**src/cft_pkg.sv**
```systemverilog
// What this block does
// - overcharge delay: 0.25, 1.0, 1.25, 4.5 s
// - overdischarge delay: 20, 96, 125, 144 ms
// - discharge overcurrent delay: 8, 16, 20, 48 ms
// - charge overcurrent delay: 4, 6, 8, 16 ms
// - short delay fixed at 250 us
// - overcharge threshold code, 3.85-4.6 V, 50 mV
// - overdischarge threshold code, 2.0-2.8 V, 50 mV
// - discharge overcurrent code, 90-200 mV, 5 mV
// - charge overcurrent code, 45-155 mV, 5 mV
// - short threshold: two-bit code, 300-600 mV
// - overcharge releases: hysteresis and negative-terminal condition
// - discharge overcurrent releases when difference above 1 V
// - charge overcurrent releases at minimum release level
// - short releases when difference reaches 1 V
// - gate output high means FET on
// - overcharge expiry drops charge gate; release raises it
// - overdischarge drops discharge gate; release raises it
// - discharge overcurrent expiry drops discharge gate
// - short trip starts timer; expiry drops discharge gate
// - charge overcurrent expiry drops charge gate
// - delays counted on oscillator ticks from onset
// - recovery timer restarts if fault recurs
// - no fault: both gates on
package cft_pkg;
  localparam int NUM_FAULTS = 5;
  localparam int F_OVC = 0;
  localparam int F_UVD = 1;
  localparam int F_OCD = 2;
  localparam int F_OCC = 3;
  localparam int F_SHORT = 4;
  localparam int CLK_MHZ = 125;
  localparam int TICK_US = 1;
  localparam int OVC_DLY_US [4] = '{250000, 1000000, 1250000, 4500000};
  localparam int UVD_DLY_US [4] = '{20000, 96000, 125000, 144000};
  localparam int OCD_DLY_US [4] = '{8000, 16000, 20000, 48000};
  localparam int OCC_DLY_US [4] = '{4000, 6000, 8000, 16000};
  localparam int SHORT_DLY_US = 250;
  localparam logic [4:0] UVD_THR_MAX = 5'h10;
  localparam logic [4:0] OCD_THR_MAX = 5'h16;
  localparam logic [4:0] OCC_THR_MAX = 5'h16;
  localparam logic [3:0] REG_STATUS = 4'h0;
  localparam logic [3:0] REG_RECOVERY = 4'h1;
  localparam logic [3:0] REG_CONFIG = 4'h2;
  localparam logic [3:0] REG_EVENT = 4'h3;
  localparam logic [15:0] RECOVERY_RST = 16'h0010;
  typedef struct packed {
    logic [4:0] detect;
    logic       cellBelowOvRel;
    logic       negAboveOccMin;
    logic       cellAboveUvRel;
    logic       batNegAbove1V;
  } cft_cmp_t;
  typedef struct packed {
    logic [1:0] ovcDly;
    logic [1:0] uvdDly;
    logic [1:0] ocdDly;
    logic [1:0] occDly;
    logic [3:0] ovcThr;
    logic [4:0] uvdThr;
    logic [4:0] ocdThr;
    logic [4:0] occThr;
    logic [1:0] shortThr;
  } cft_cfg_t;
  typedef struct packed {
    cft_cmp_t         sync1;
    cft_cmp_t         sync2;
    logic [7:0]       presc;
    logic [4:0][22:0] qual;
    logic [4:0][15:0] rec;
    logic [4:0]       latched;
    logic [4:0]       events;
    logic             chargeGate;
    logic             dischargeGate;
    cft_cfg_t         cfg;
    logic             cfgDone;
    logic [15:0]      recLimit;
    logic [15:0]      rdata;
  } cft_state_t;
  localparam cft_state_t STATE_RST = '{chargeGate: 1'b1,
    dischargeGate: 1'b1, recLimit: RECOVERY_RST, default: '0};
endpackage
```
**src/cft_fault_timer.sv**
```systemverilog
`timescale 1ns/1ps
module cft_fault_timer #(
  parameter int TICK_CYCLES = cft_pkg::CLK_MHZ * cft_pkg::TICK_US,
  parameter int TIME_DIV    = 1
) (
  input  wire logic             mclk,
  input  wire logic             sys_rst,
  input  wire cft_pkg::cft_cmp_t cmpIn,
  input  wire cft_pkg::cft_cfg_t cfgIn,
  input  wire logic [3:0]       regAddr,
  input  wire logic [15:0]      regWdata,
  input  wire logic             regWe,
  input  wire logic             regRe,
  output logic      [15:0]      regRdata,
  output logic                  chargeGateOut,
  output logic                  dischargeGateOut,
  output cft_pkg::cft_cfg_t     refSel
);
  import cft_pkg::*;

  // delays are scaled by TIME_DIV so a simulation can shrink them
  function automatic logic [22:0] dlyTicks(input int us);
    int q;
    q = us / (TICK_US * TIME_DIV);
    if (q < 1) begin
      q = 1;
    end
    return q[22:0];
  endfunction

  localparam logic [22:0] OVC_LIM [4] = '{dlyTicks(OVC_DLY_US[0]),
    dlyTicks(OVC_DLY_US[1]), dlyTicks(OVC_DLY_US[2]),
    dlyTicks(OVC_DLY_US[3])};
  localparam logic [22:0] UVD_LIM [4] = '{dlyTicks(UVD_DLY_US[0]),
    dlyTicks(UVD_DLY_US[1]), dlyTicks(UVD_DLY_US[2]),
    dlyTicks(UVD_DLY_US[3])};
  localparam logic [22:0] OCD_LIM [4] = '{dlyTicks(OCD_DLY_US[0]),
    dlyTicks(OCD_DLY_US[1]), dlyTicks(OCD_DLY_US[2]),
    dlyTicks(OCD_DLY_US[3])};
  localparam logic [22:0] OCC_LIM [4] = '{dlyTicks(OCC_DLY_US[0]),
    dlyTicks(OCC_DLY_US[1]), dlyTicks(OCC_DLY_US[2]),
    dlyTicks(OCC_DLY_US[3])};
  localparam logic [22:0] SHORT_LIM = dlyTicks(SHORT_DLY_US);
  localparam logic [7:0]  TICK_LAST = 8'(TICK_CYCLES - 1);

  cft_state_t       cur;
  cft_state_t       next_cur;
  logic             tick;
  logic [4:0]       det;
  logic [4:0]       rel;
  logic [4:0][22:0] lim;
  logic [15:0]      recLim;
  logic [4:0]       setEvt;
  logic [4:0]       clrEvt;
  cft_cfg_t         capCfg;

  // comparator levels are read only after the second sync stage
  assign det = cur.sync2.detect;
  assign rel[F_OVC] = cur.sync2.cellBelowOvRel &
                      cur.sync2.negAboveOccMin;
  assign rel[F_UVD] = cur.sync2.cellAboveUvRel;
  assign rel[F_OCD] = cur.sync2.batNegAbove1V;
  assign rel[F_OCC] = cur.sync2.negAboveOccMin;
  assign rel[F_SHORT] = cur.sync2.batNegAbove1V;

  // one tick per microsecond of oscillator time
  assign tick = (cur.presc == TICK_LAST);

  assign lim[F_OVC] = OVC_LIM[cur.cfg.ovcDly];
  assign lim[F_UVD] = UVD_LIM[cur.cfg.uvdDly];
  assign lim[F_OCD] = OCD_LIM[cur.cfg.ocdDly];
  assign lim[F_OCC] = OCC_LIM[cur.cfg.occDly];
  assign lim[F_SHORT] = SHORT_LIM;

  // a zero recovery setting acts as one tick; either value expires on the first tick
  assign recLim = (cur.recLimit == 16'h0000) ? 16'h0001 : cur.recLimit;

  assign clrEvt = (regWe && regAddr == REG_EVENT) ? regWdata[4:0]
                                                  : 5'h00;

  // out-of-range codes saturate rather than wrap to a low reference
  always_comb begin
    capCfg = cfgIn;
    if (cfgIn.uvdThr > UVD_THR_MAX) begin
      capCfg.uvdThr = UVD_THR_MAX;
    end
    if (cfgIn.ocdThr > OCD_THR_MAX) begin
      capCfg.ocdThr = OCD_THR_MAX;
    end
    if (cfgIn.occThr > OCC_THR_MAX) begin
      capCfg.occThr = OCC_THR_MAX;
    end
  end

  always_comb begin
    next_cur = cur;
    setEvt = 5'h00;
    next_cur.sync1 = cmpIn;
    next_cur.sync2 = cur.sync1;
    next_cur.presc = tick ? 8'h00 : cur.presc + 8'h01;
    // captured once just after reset; the pins may move later
    if (!cur.cfgDone) begin
      next_cur.cfg = capCfg;
      next_cur.cfgDone = 1'b1;
    end
    for (int i = 0; i < NUM_FAULTS; i++) begin
      if (!cur.latched[i]) begin
        next_cur.rec[i] = 16'h0000;
        if (!det[i]) begin
          next_cur.qual[i] = 23'h000000;
        end else if (tick && cur.cfgDone) begin
          if (cur.qual[i] + 23'h000001 >= lim[i]) begin
            next_cur.latched[i] = 1'b1;
            next_cur.qual[i] = 23'h000000;
          end else begin
            next_cur.qual[i] = cur.qual[i] + 23'h000001;
          end
        end
      end else begin
        next_cur.qual[i] = 23'h000000;
        // recurrence or a lost release restarts the recovery wait
        if (det[i] || !rel[i]) begin
          next_cur.rec[i] = 16'h0000;
        end else if (tick) begin
          if (cur.rec[i] + 16'h0001 >= recLim) begin
            next_cur.latched[i] = 1'b0;
            next_cur.rec[i] = 16'h0000;
          end else begin
            next_cur.rec[i] = cur.rec[i] + 16'h0001;
          end
        end
      end
    end
    setEvt = next_cur.latched & ~cur.latched;
    // a new fault in the clearing cycle keeps its flag
    next_cur.events = (cur.events & ~clrEvt) | setEvt;
    // high drives the FET on; both on with no fault present
    next_cur.chargeGate = ~(next_cur.latched[F_OVC] |
                            next_cur.latched[F_OCC]);
    next_cur.dischargeGate = ~(next_cur.latched[F_UVD] |
                               next_cur.latched[F_OCD] |
                               next_cur.latched[F_SHORT]);
    if (regWe) begin
      if (regAddr == REG_RECOVERY) begin
        next_cur.recLimit = regWdata;
      end
    end
    next_cur.rdata = 16'h0000;
    if (regRe) begin
      if (regAddr == REG_STATUS) begin
        next_cur.rdata = {4'h0, det, cur.dischargeGate,
                          cur.chargeGate, cur.latched};
      end else if (regAddr == REG_RECOVERY) begin
        next_cur.rdata = cur.recLimit;
      end else if (regAddr == REG_CONFIG) begin
        next_cur.rdata = {8'h00, cur.cfg.ovcDly, cur.cfg.uvdDly,
                          cur.cfg.ocdDly, cur.cfg.occDly};
      end else if (regAddr == REG_EVENT) begin
        next_cur.rdata = {11'h000, cur.events};
      end else begin
        next_cur.rdata = 16'h0000;
      end
    end
  end

  always_ff @(posedge mclk) begin
    if (sys_rst) begin
      cur <= STATE_RST;
    end else begin
      cur <= next_cur;
    end
  end

  assign regRdata = cur.rdata;
  assign chargeGateOut = cur.chargeGate;
  assign dischargeGateOut = cur.dischargeGate;
  // captured threshold codes, saturated at their maxima, go to the comparator references
  assign refSel = cur.cfg;

  a_charge_gate_map: assert property (@(posedge mclk) disable iff (sys_rst)
    chargeGateOut == !(cur.latched[F_OVC] | cur.latched[F_OCC]))
    else $error("charge gate does not follow its faults");

  a_discharge_gate_map: assert property (@(posedge mclk)
    disable iff (sys_rst)
    dischargeGateOut == !(cur.latched[F_UVD] | cur.latched[F_OCD] |
                          cur.latched[F_SHORT]))
    else $error("discharge gate does not follow its faults");

  a_gates_on_idle: assert property (@(posedge mclk)
    disable iff (sys_rst)
    (cur.latched == 5'h00) |-> (chargeGateOut && dischargeGateOut))
    else $error("gate off with no fault latched");

  a_qual_clear_early: assert property (@(posedge mclk)
    disable iff (sys_rst)
    (!det[F_OCD] && !cur.latched[F_OCD]) |=>
      (cur.qual[F_OCD] == 23'h000000) && !cur.latched[F_OCD])
    else $error("qualification count kept after comparator clear");

  a_ovc_latch_cause: assert property (@(posedge mclk)
    disable iff (sys_rst)
    $rose(cur.latched[F_OVC]) |->
      $past(det[F_OVC]) && $past(tick) &&
      ($past(cur.qual[F_OVC]) + 23'h000001 >= $past(lim[F_OVC])))
    else $error("overcharge latched before its delay");

  a_short_latch_time: assert property (@(posedge mclk)
    disable iff (sys_rst)
    $rose(cur.latched[F_SHORT]) |->
      ($past(cur.qual[F_SHORT]) + 23'h000001 == SHORT_LIM) &&
      $past(det[F_SHORT]))
    else $error("short latched at the wrong count");

  a_occ_latch_cause: assert property (@(posedge mclk)
    disable iff (sys_rst)
    $rose(cur.latched[F_OCC]) |->
      $past(det[F_OCC]) && $past(tick) &&
      ($past(cur.qual[F_OCC]) + 23'h000001 >= $past(lim[F_OCC])))
    else $error("charge overcurrent latched before its delay");

  a_recovery_restart: assert property (@(posedge mclk)
    disable iff (sys_rst)
    (cur.latched[F_UVD] && det[F_UVD]) |=>
      (cur.rec[F_UVD] == 16'h0000) && cur.latched[F_UVD])
    else $error("recovery timer ran while the fault recurred");

  a_ovc_release_cause: assert property (@(posedge mclk)
    disable iff (sys_rst)
    $fell(cur.latched[F_OVC]) |->
      $past(rel[F_OVC]) && !$past(det[F_OVC]) &&
      ($past(cur.rec[F_OVC]) + 16'h0001 >= $past(recLim)))
    else $error("overcharge released without its release condition");

  a_ocd_release_cause: assert property (@(posedge mclk)
    disable iff (sys_rst)
    $fell(cur.latched[F_OCD]) |->
      $past(cur.sync2.batNegAbove1V) && $past(tick))
    else $error("discharge overcurrent released without 1 V margin");

  a_cfg_frozen: assert property (@(posedge mclk)
    disable iff (sys_rst)
    (cur.cfgDone && $past(cur.cfgDone)) |-> $stable(refSel))
    else $error("factory selection changed during operation");

  a_thr_in_range: assert property (@(posedge mclk)
    disable iff (sys_rst)
    cur.cfgDone |-> (refSel.ocdThr <= OCD_THR_MAX) &&
                    (refSel.occThr <= OCC_THR_MAX) &&
                    (refSel.uvdThr <= UVD_THR_MAX))
    else $error("threshold code outside its range");

  a_event_set_wins: assert property (@(posedge mclk) disable iff (sys_rst)
    $rose(cur.latched[F_OVC]) |-> cur.events[F_OVC])
    else $error("fault event flag lost");

  a_read_one_cycle: assert property (@(posedge mclk) disable iff (sys_rst)
    !$past(regRe) |-> (regRdata == 16'h0000))
    else $error("read data outside the answer cycle");

endmodule

```
**config.mk**
```make
export PLATFORM = sky130hd
export DESIGN_NAME = cft_fault_timer
export DESIGN_NICKNAME = d
export VERILOG_FILES = /design/src/cft_pkg.sv /design/src/cft_fault_timer.sv
export SDC_FILE = /design/constraint.sdc
export NUM_CORES = 1
export LEC_CHECK = 0
export BUFFER_PORTS_ARGS = -buffer_cell sky130_fd_sc_hd__buf_2
export CORE_MARGIN = 5
export CORE_UTILIZATION = 65
export CTS_CLUSTER_DIAMETER = 200
export DETAILED_ROUTE_END_ITERATION = 10
export GPL_TIMING_DRIVEN = 0
export PLACE_DENSITY = 0.84
export SKIP_LAST_GASP = 1
export SYNTH_ARGS = -nofsm -noshare
export SYNTH_HDL_FRONTEND = slang
export SYNTH_SLANG_ARGS = --single-unit
```
**constraint.sdc**
```tcl
create_clock -name mclk -period 13 [get_ports mclk]
set_clock_uncertainty 0.1 [all_clocks]
set_input_delay 1.95 -clock mclk [delete_from_list [all_inputs] [get_ports mclk]]
set_output_delay 1.95 -clock mclk [all_outputs]
set_load 0.01 [all_outputs]
```
# Word-level counts from Yosys, hierarchy flattened
# Index checks and enable logic that the tools add are counted.
[word_totals]
out_inout_bits = 47
input_bits = 62
ff_bits = 295
wordCells = 189
[op_classes]
n_addsub = 11
n_eq_ne = 4
n_reduce_logical = 27
order_cmp = 17
n_bitwise = 26
n_mux = 66
[ops]
columns = ["operator", "count"]
rows = [
  ["two-way mux 23 bit", 13],
  ["binary-select mux 23 bit (select 2 bit)", 4],
  ["adder 23 x 1 -> 23 bit (second input constant)", 5],
  ["two-way mux 16 bit", 7],
  [">= comparator 23 bit", 4],
  ["adder 16 x 1 -> 16 bit (second input constant)", 5],
  [">= comparator 16 bit", 5],
  ["two-way mux 1 bit", 35],
  ["OR reduction 3 bit", 11],
  ["two-way mux 5 bit", 5],
  [">= comparator 23 x 8 -> 1 bit (second input constant)", 1],
  ["zero test 16 bit", 1],
  ["> comparator 5 bit (second input constant)", 3],
  ["inverter 1 bit", 13],
  [">= comparator 3 bit (second input constant)", 4],
  ["two-way mux 12 bit", 1],
  ["inverter 2 -> 3 bit", 4],
  ["AND 5 bit", 2],
  ["inverter 5 bit", 2],
  ["adder 8 x 1 -> 8 bit (second input constant)", 1],
  ["== test 4 x 2 -> 1 bit (second input constant)", 2],
  ["== test 8 x 7 -> 1 bit (second input constant)", 1],
  ["two-way mux 8 bit", 1],
  ["logical OR 1 bit", 5],
  ["9 further kinds", 16],
]

# Logic depth before layout (Yosys ltp)
[logic_depth]
depth_word = 12
ltp_mapped = 17
mapped_depth_nobuf = 16

# Least setup slack after synthesis
# No wires, ideal clock.
[synth_timing]
path_type = "register to register"
from = "register cur[157] (netlist bit)"
to = "register cur[165] (netlist bit)"
synth_period_minus_slack_ns = 4.217
stages_incl_launch_ff = 18
required_time_ns = 12.830
path_buffers = 2
setup_ns = 0.070
t_arrival_ns = 4.047
slack_ns = 8.783
path_cell_list = "dfxtp_1 -> clkbuf_1 -> and3_1 -> nand3_1 -> or3_1 -> nor2_1 -> nand3_1 -> xnor2_1 -> ha_1 -> a21o_1 -> a21o_1 -> a21oi_1 -> o21ai_0 -> or3b_2 -> a221oi_2 -> clkbuf_1 -> nand3_1 -> a21oi_1"
[synth_between]
elab_chain_cells = 3
[synth_rtl]
columns = ["item", "line", "text"]
rows = [
  ["start: declaration", "cft_fault_timer.sv:46", "cft_state_t cur;"],
  ["start signal: assignment", "cft_fault_timer.sv:170", "cur <= next_cur;"],
  ["adder 23 x 1 -> 23 bit *", "cft_fault_timer.sv:112, cft_fault_timer.sv:116", ""],
  [">= comparator 23 bit", "cft_fault_timer.sv:112", "if (cur.qual[i] + 23'h000001 >= lim[i]) begin"],
  ["two-way mux 23 bit *", "cft_fault_timer.sv:112", ""],
]
# Every way passes the cells marked *; elsewhere a longest branch is shown, timed or not.
# A chain may end at the register's enable or synchronous reset.

# Worst setup path after layout
[layout_timing]
from = "register cur[157] (netlist bit)"
to = "register cur[167] (netlist bit)"
# Same word-level chain as after synthesis.

==> Implementation_results.wiki <==
{| class="wikitable"
! Metric !! Value
|-
| Cell area reported after detailed placement || between 15,000 and 20,000 um2
|-
| Critical path's slowest cell || sky130_fd_sc_hd__a221oi_2
|-
| Number of cells on the worst reg-to-reg path || 17
|-
| Worst min-delay path startpoint || cur[293]$_SDFF_PP0_
|-
| Vias in the first global route || 16,900
|-
| Number of register bits inferred by synthesis || between 200 and 300
|-
| Share of synthesized area occupied by flip-flops and latches || roughly 32%
|-
| Total number of vias || 17,400
|-
| Vias per cell || between 6 and 7
|-
| Max-slew violation count || 0
|-
| H-tree depth || 2
|-
| Power density of the placed cells || 102 nW/um2
|-
| Largest family of logic cells by synthesized area || simple AND/OR/NAND/NOR gates
|-
| Layout net count || approximately 2,700
|-
| Detailed Route WL || roughly 51,000 um
|-
| Reported max-cap violation count || 0
|-
| Final WS setup || a little under 8 ns
|-
| Cell variety after synth || 75
|-
| Cell at the root of the clock tree || sky130_fd_sc_hd__clkbuf_16
|-
| Xor-xnor portion of the synthesized cell area || around 7%
|-
| Post-Place Setup Slack || slightly below 8 ns
|-
| Share of power burned in combinational logic || ~4.6%
|-
| Type of the tightest min-delay check || reg2reg
|-
| Slew at the pin closest to its max-slew limit || 1.28 ns
|-
| Final routed wire length divided by cell count || roughly 18 um
|-
| Cell seen most often among critical-path stages || sky130_fd_sc_hd__nand3_1
|-
| Final min period || approximately 5.2 ns
|-
| Max transition margin || about 14%
|-
| Remaining DRCs || 0
|-
| Post-detail-place hpwl || 37,000 um
|-
| Latest clock arrival within the worst-skew pair || 0.52 ns
|-
| Routability congestion estimate from global placement || between 0.9 and 1
|-
| Post-synth EDFFs || 0
|-
| End of the worst hold path || det[3]$_SDFF_PP0_
|-
| Setup Fix Bufs, Post-CTS || 0
|-
| Area share of the largest cell type after synthesis || about 32%
|-
| Setup violations, final || 0
|-
| Mean instance size in the synthesized netlist || approximately 8 um2
|-
| Critical Path End Type || flop
|-
| Worst IR Drop VDD || slightly above 0.00009 V
|-
| Number of port buffers || between 100 and 150
|-
| Num ports || about 110
|-
| WP data arrival || roughly 5.6 ns
|-
| Share of the synthesized area in compound gates (AO/OA/AOI/OAI) || between 10 and 15%
|-
| Basic-gate share of the synthesized area counting and, or, nand and nor cells || 28.0%
|-
| Most frequently used flop master after synthesis || sky130_fd_sc_hd__dfxtp_1
|-
| Final-layout worst hold slack || approximately 0.34 ns
|-
| Multiplexer share of the synthesized area || 1.81%
|-
| Clk network pwr share || between 50 and 60%
|-
| Share of synthesized flip-flops with an asynchronous set or reset || 0%
|-
| Post-detailed-route count of antenna-violating nets || 0
|-
| Post-synthesis net count || 2,510
|-
| Cell taking the most area after synthesis || sky130_fd_sc_hd__dfxtp_1
|-
| RR Endpoint || cur[167]$_SDFFE_PP0P_
|-
| Final critical-path share of the clock period || about two fifths
|-
| Fraction of final layout cells with drive strength greater than 1 || between 10% and 20%
|-
| Total design power || 2.08 mW
|-
| Number of search-and-repair iterations in the first detailed-routing pass || 8
|-
| Total core area || 27,800 um2
|-
| Critical-path maximum fanout || 10
|-
| Critical path cell sequence || clkbuf_1, and3_1, nand3_1, or3_1, nor2_1, nand3_1, xnor2_1, ha_1, a21o_1, a21o_1, a21oi_1, o21ai_0, or3b_2, a221oi_2, clkbuf_1, nand3_1, a21oi_1
|-
| First-pass GRT wire length || about 80,000 um
|-
| Critical Path Source Type || flop
|-
| CP required || about 13 ns
|-
| Dpl cells || around 2,800
|-
| Initial Util || between 60% and 70%
|-
| Final setup TNS || 0 ns
|-
| Most common cell after layout, fill and taps aside || sky130_fd_sc_hd__dfxtp_1
|-
| Kind of cell adding the most delay to the critical path || simple AND/OR/NAND/NOR gates
|-
| Cell Count, Final, Fillers Out || roughly 2,800
|-
| Adder and majority cell fraction of the synthesized area || 10.8%
|-
| GRT overflow || 0
|-
| N_diodes || 0
|-
| Hold violation total from the final report || 0
|-
| Post-cts gate resize count || 0
|-
| Proportion of power drawn by flip-flops and latches || around 44%
|-
| Core utilization of the finished layout || approximately three quarters
|-
| Count of fill cells added during filler insertion || 2,140
|-
| Worst flop-to-flop path startpoint || cur[157]$_SDFFE_PP0P_
|-
| Hold Path Cell Cnt || 1
|-
| P_int || between 1.5 and 2 mW
|-
| Highest-count cells in the layout ignoring fill and taps || sky130_fd_sc_hd__dfxtp_1, sky130_fd_sc_hd__nand2_1, sky130_fd_sc_hd__a21oi_1
|-
| Sinks on the clock net || about 300
|-
| Pin count of the biggest net entering global routing || 14
|-
| Width of the chip || 178 um
|-
| TritonCTS clock tree || done
|-
| Switching portion of total power || roughly 22%
|-
| Area growth from synthesis to layout || 12.4%
|-
| Category of the most critical setup path || reg2reg
|-
| RSZ-0062 raised after global routing || no
|-
| Initial DRC Count || 1,451
|-
| Reg2reg setup slack || 7.78 ns
|-
| Net switching power || around 0.46 mW
|-
| Die Y || approximately 180 um
|-
| Standard-cell rows || between 60 and 70
|-
| Cts hold-fix bufs || 0
|-
| Static leakage || ~8.4 nW
|-
| Overall track demand over capacity in global routing || between 30 and 40%
|-
| Total CTS buffers || 34
|-
| Final non-filler cell area || just over 20,000 um2
|-
| Maximum clock frequency || about 190 MHz
|-
| Total die area || roughly 32,000 um2
|-
| Initial antenna violation count || 1
|-
| WP buf/inv || 2
|-
| Number of cells produced by synthesis || 2,294
|-
| Max stage delay on crit path || about 0.66 ns
|-
| Result of the run || complete, no violations
|-
| Yosys warns || 0
|-
| Area of the mapped netlist || 18,300 um2
|-
| Clock transition time at the flip-flop clock pins of the worst setup and hold paths || 0.06 ns
|-
| Maximum number of buffers from clock root to sink || 3
|-
| Top area cells in the synthesized netlist || sky130_fd_sc_hd__dfxtp_1, sky130_fd_sc_hd__ha_1, sky130_fd_sc_hd__a21oi_1
|}
==> routing by layer <==
metal	track usage [%]	up-vias	routed length, um
li1	-	8396	-
met1	38.7	8174	20700
met2	53.5	711	23700
met3	5.58	162	4090
met4	13.1	2	2110
met5	0	-	5
==> sequential cells by signal (all words and copies together) (netlist names) <==
register / count
refSel: 29
chargeGateOut: 1
regRdata: 16
det: 5
cur: 243
dischargeGateOut: 1
==> cells by family after synthesis <==
logic type | after synthesis
compound gates | 434
xor+xnor | 144
fa+ha+maj | 158
buf+inv | 231
flops | 295
mux | 33
simple gates | 999
==> power groups by stage <==
stage | registers [mW] | logic [mW] | clock network, mW
after global placement | 0.943 | 0.0910 | 0
after global routing | 0.925 | 0.106 | 1.11
final | 0.924 | 0.0963 | 1.06
after CTS | 0.924 | 0.0954 | 1.07
after detailed placement | 0.944 | 0.0944 | 0
after floorplan | 0.939 | 0.0607 | 0
==> synth_stat cells (all sizes together), types with 3 or more instances <==
| cell | count |
|---|---|
| o21a | 8 |
| mux2i | 33 |
| a211oi | 16 |
| nor3b | 6 |
| o21ai | 78 |
| nor2b | 42 |
| nand3 | 143 |
| and2 | 20 |
| nor3 | 51 |
| o2111ai | 3 |
| nand4b | 4 |
| clkbuf | 105 |
| a21oi | 202 |
| buf | 61 |
| a21o | 30 |
| nand2 | 260 |
| a211o | 3 |
| inv | 65 |
| and3 | 81 |
| ha | 154 |
| xnor2 | 78 |
| a2111oi | 3 |
| dfxtp | 295 |
| nor2 | 176 |
| nand3b | 44 |
| or2 | 10 |
| nand2b | 9 |
| o31ai | 9 |
| nand4 | 53 |
| xor2 | 66 |
| o211ai | 4 |
| or3 | 27 |
| a31o | 18 |
| and4 | 16 |
| a2bb2oi | 3 |
| maj3 | 4 |
| or4 | 22 |
| a31oi | 13 |
| o22ai | 4 |
| nor4 | 29 |
| a22oi | 16 |
==> how the worst max path moves through the flow <==
stage,startpoint,to,slack (ns),cells past startpoint
final,cur[157]$_SDFFE_PP0P_,cur[167]$_SDFFE_PP0P_,7.78,17
after global routing,cur[157]$_SDFFE_PP0P_,cur[167]$_SDFFE_PP0P_,7.35,17
after CTS,cur[157]$_SDFFE_PP0P_,cur[169]$_SDFFE_PP0P_,7.81,17
after detailed placement,cur[157]$_SDFFE_PP0P_,cur[169]$_SDFFE_PP0P_,7.84,17
after global placement,cur[106]$_SDFFE_PP0N_,cur[116]$_SDFFE_PP0N_,7.39,17
after floorplan,cur[157]$_SDFFE_PP0P_,cur[165]$_SDFFE_PP0P_,8.78,17
==> layout make-up <==
type                    count  area (um2)  share of cell area (%)
well taps                 378         473                    2.30
flip-flops and latches    295        5910                    28.8
inverters                  65         244                    1.19
repair buffers            107         538                    2.62
clock inverters            14         267                    1.30
plain buffers             166         820                    3.99
multi-input cells        1768       11300                    55.1
clock buffers              46         977                    4.76
(Power assumes the default switching activity.)
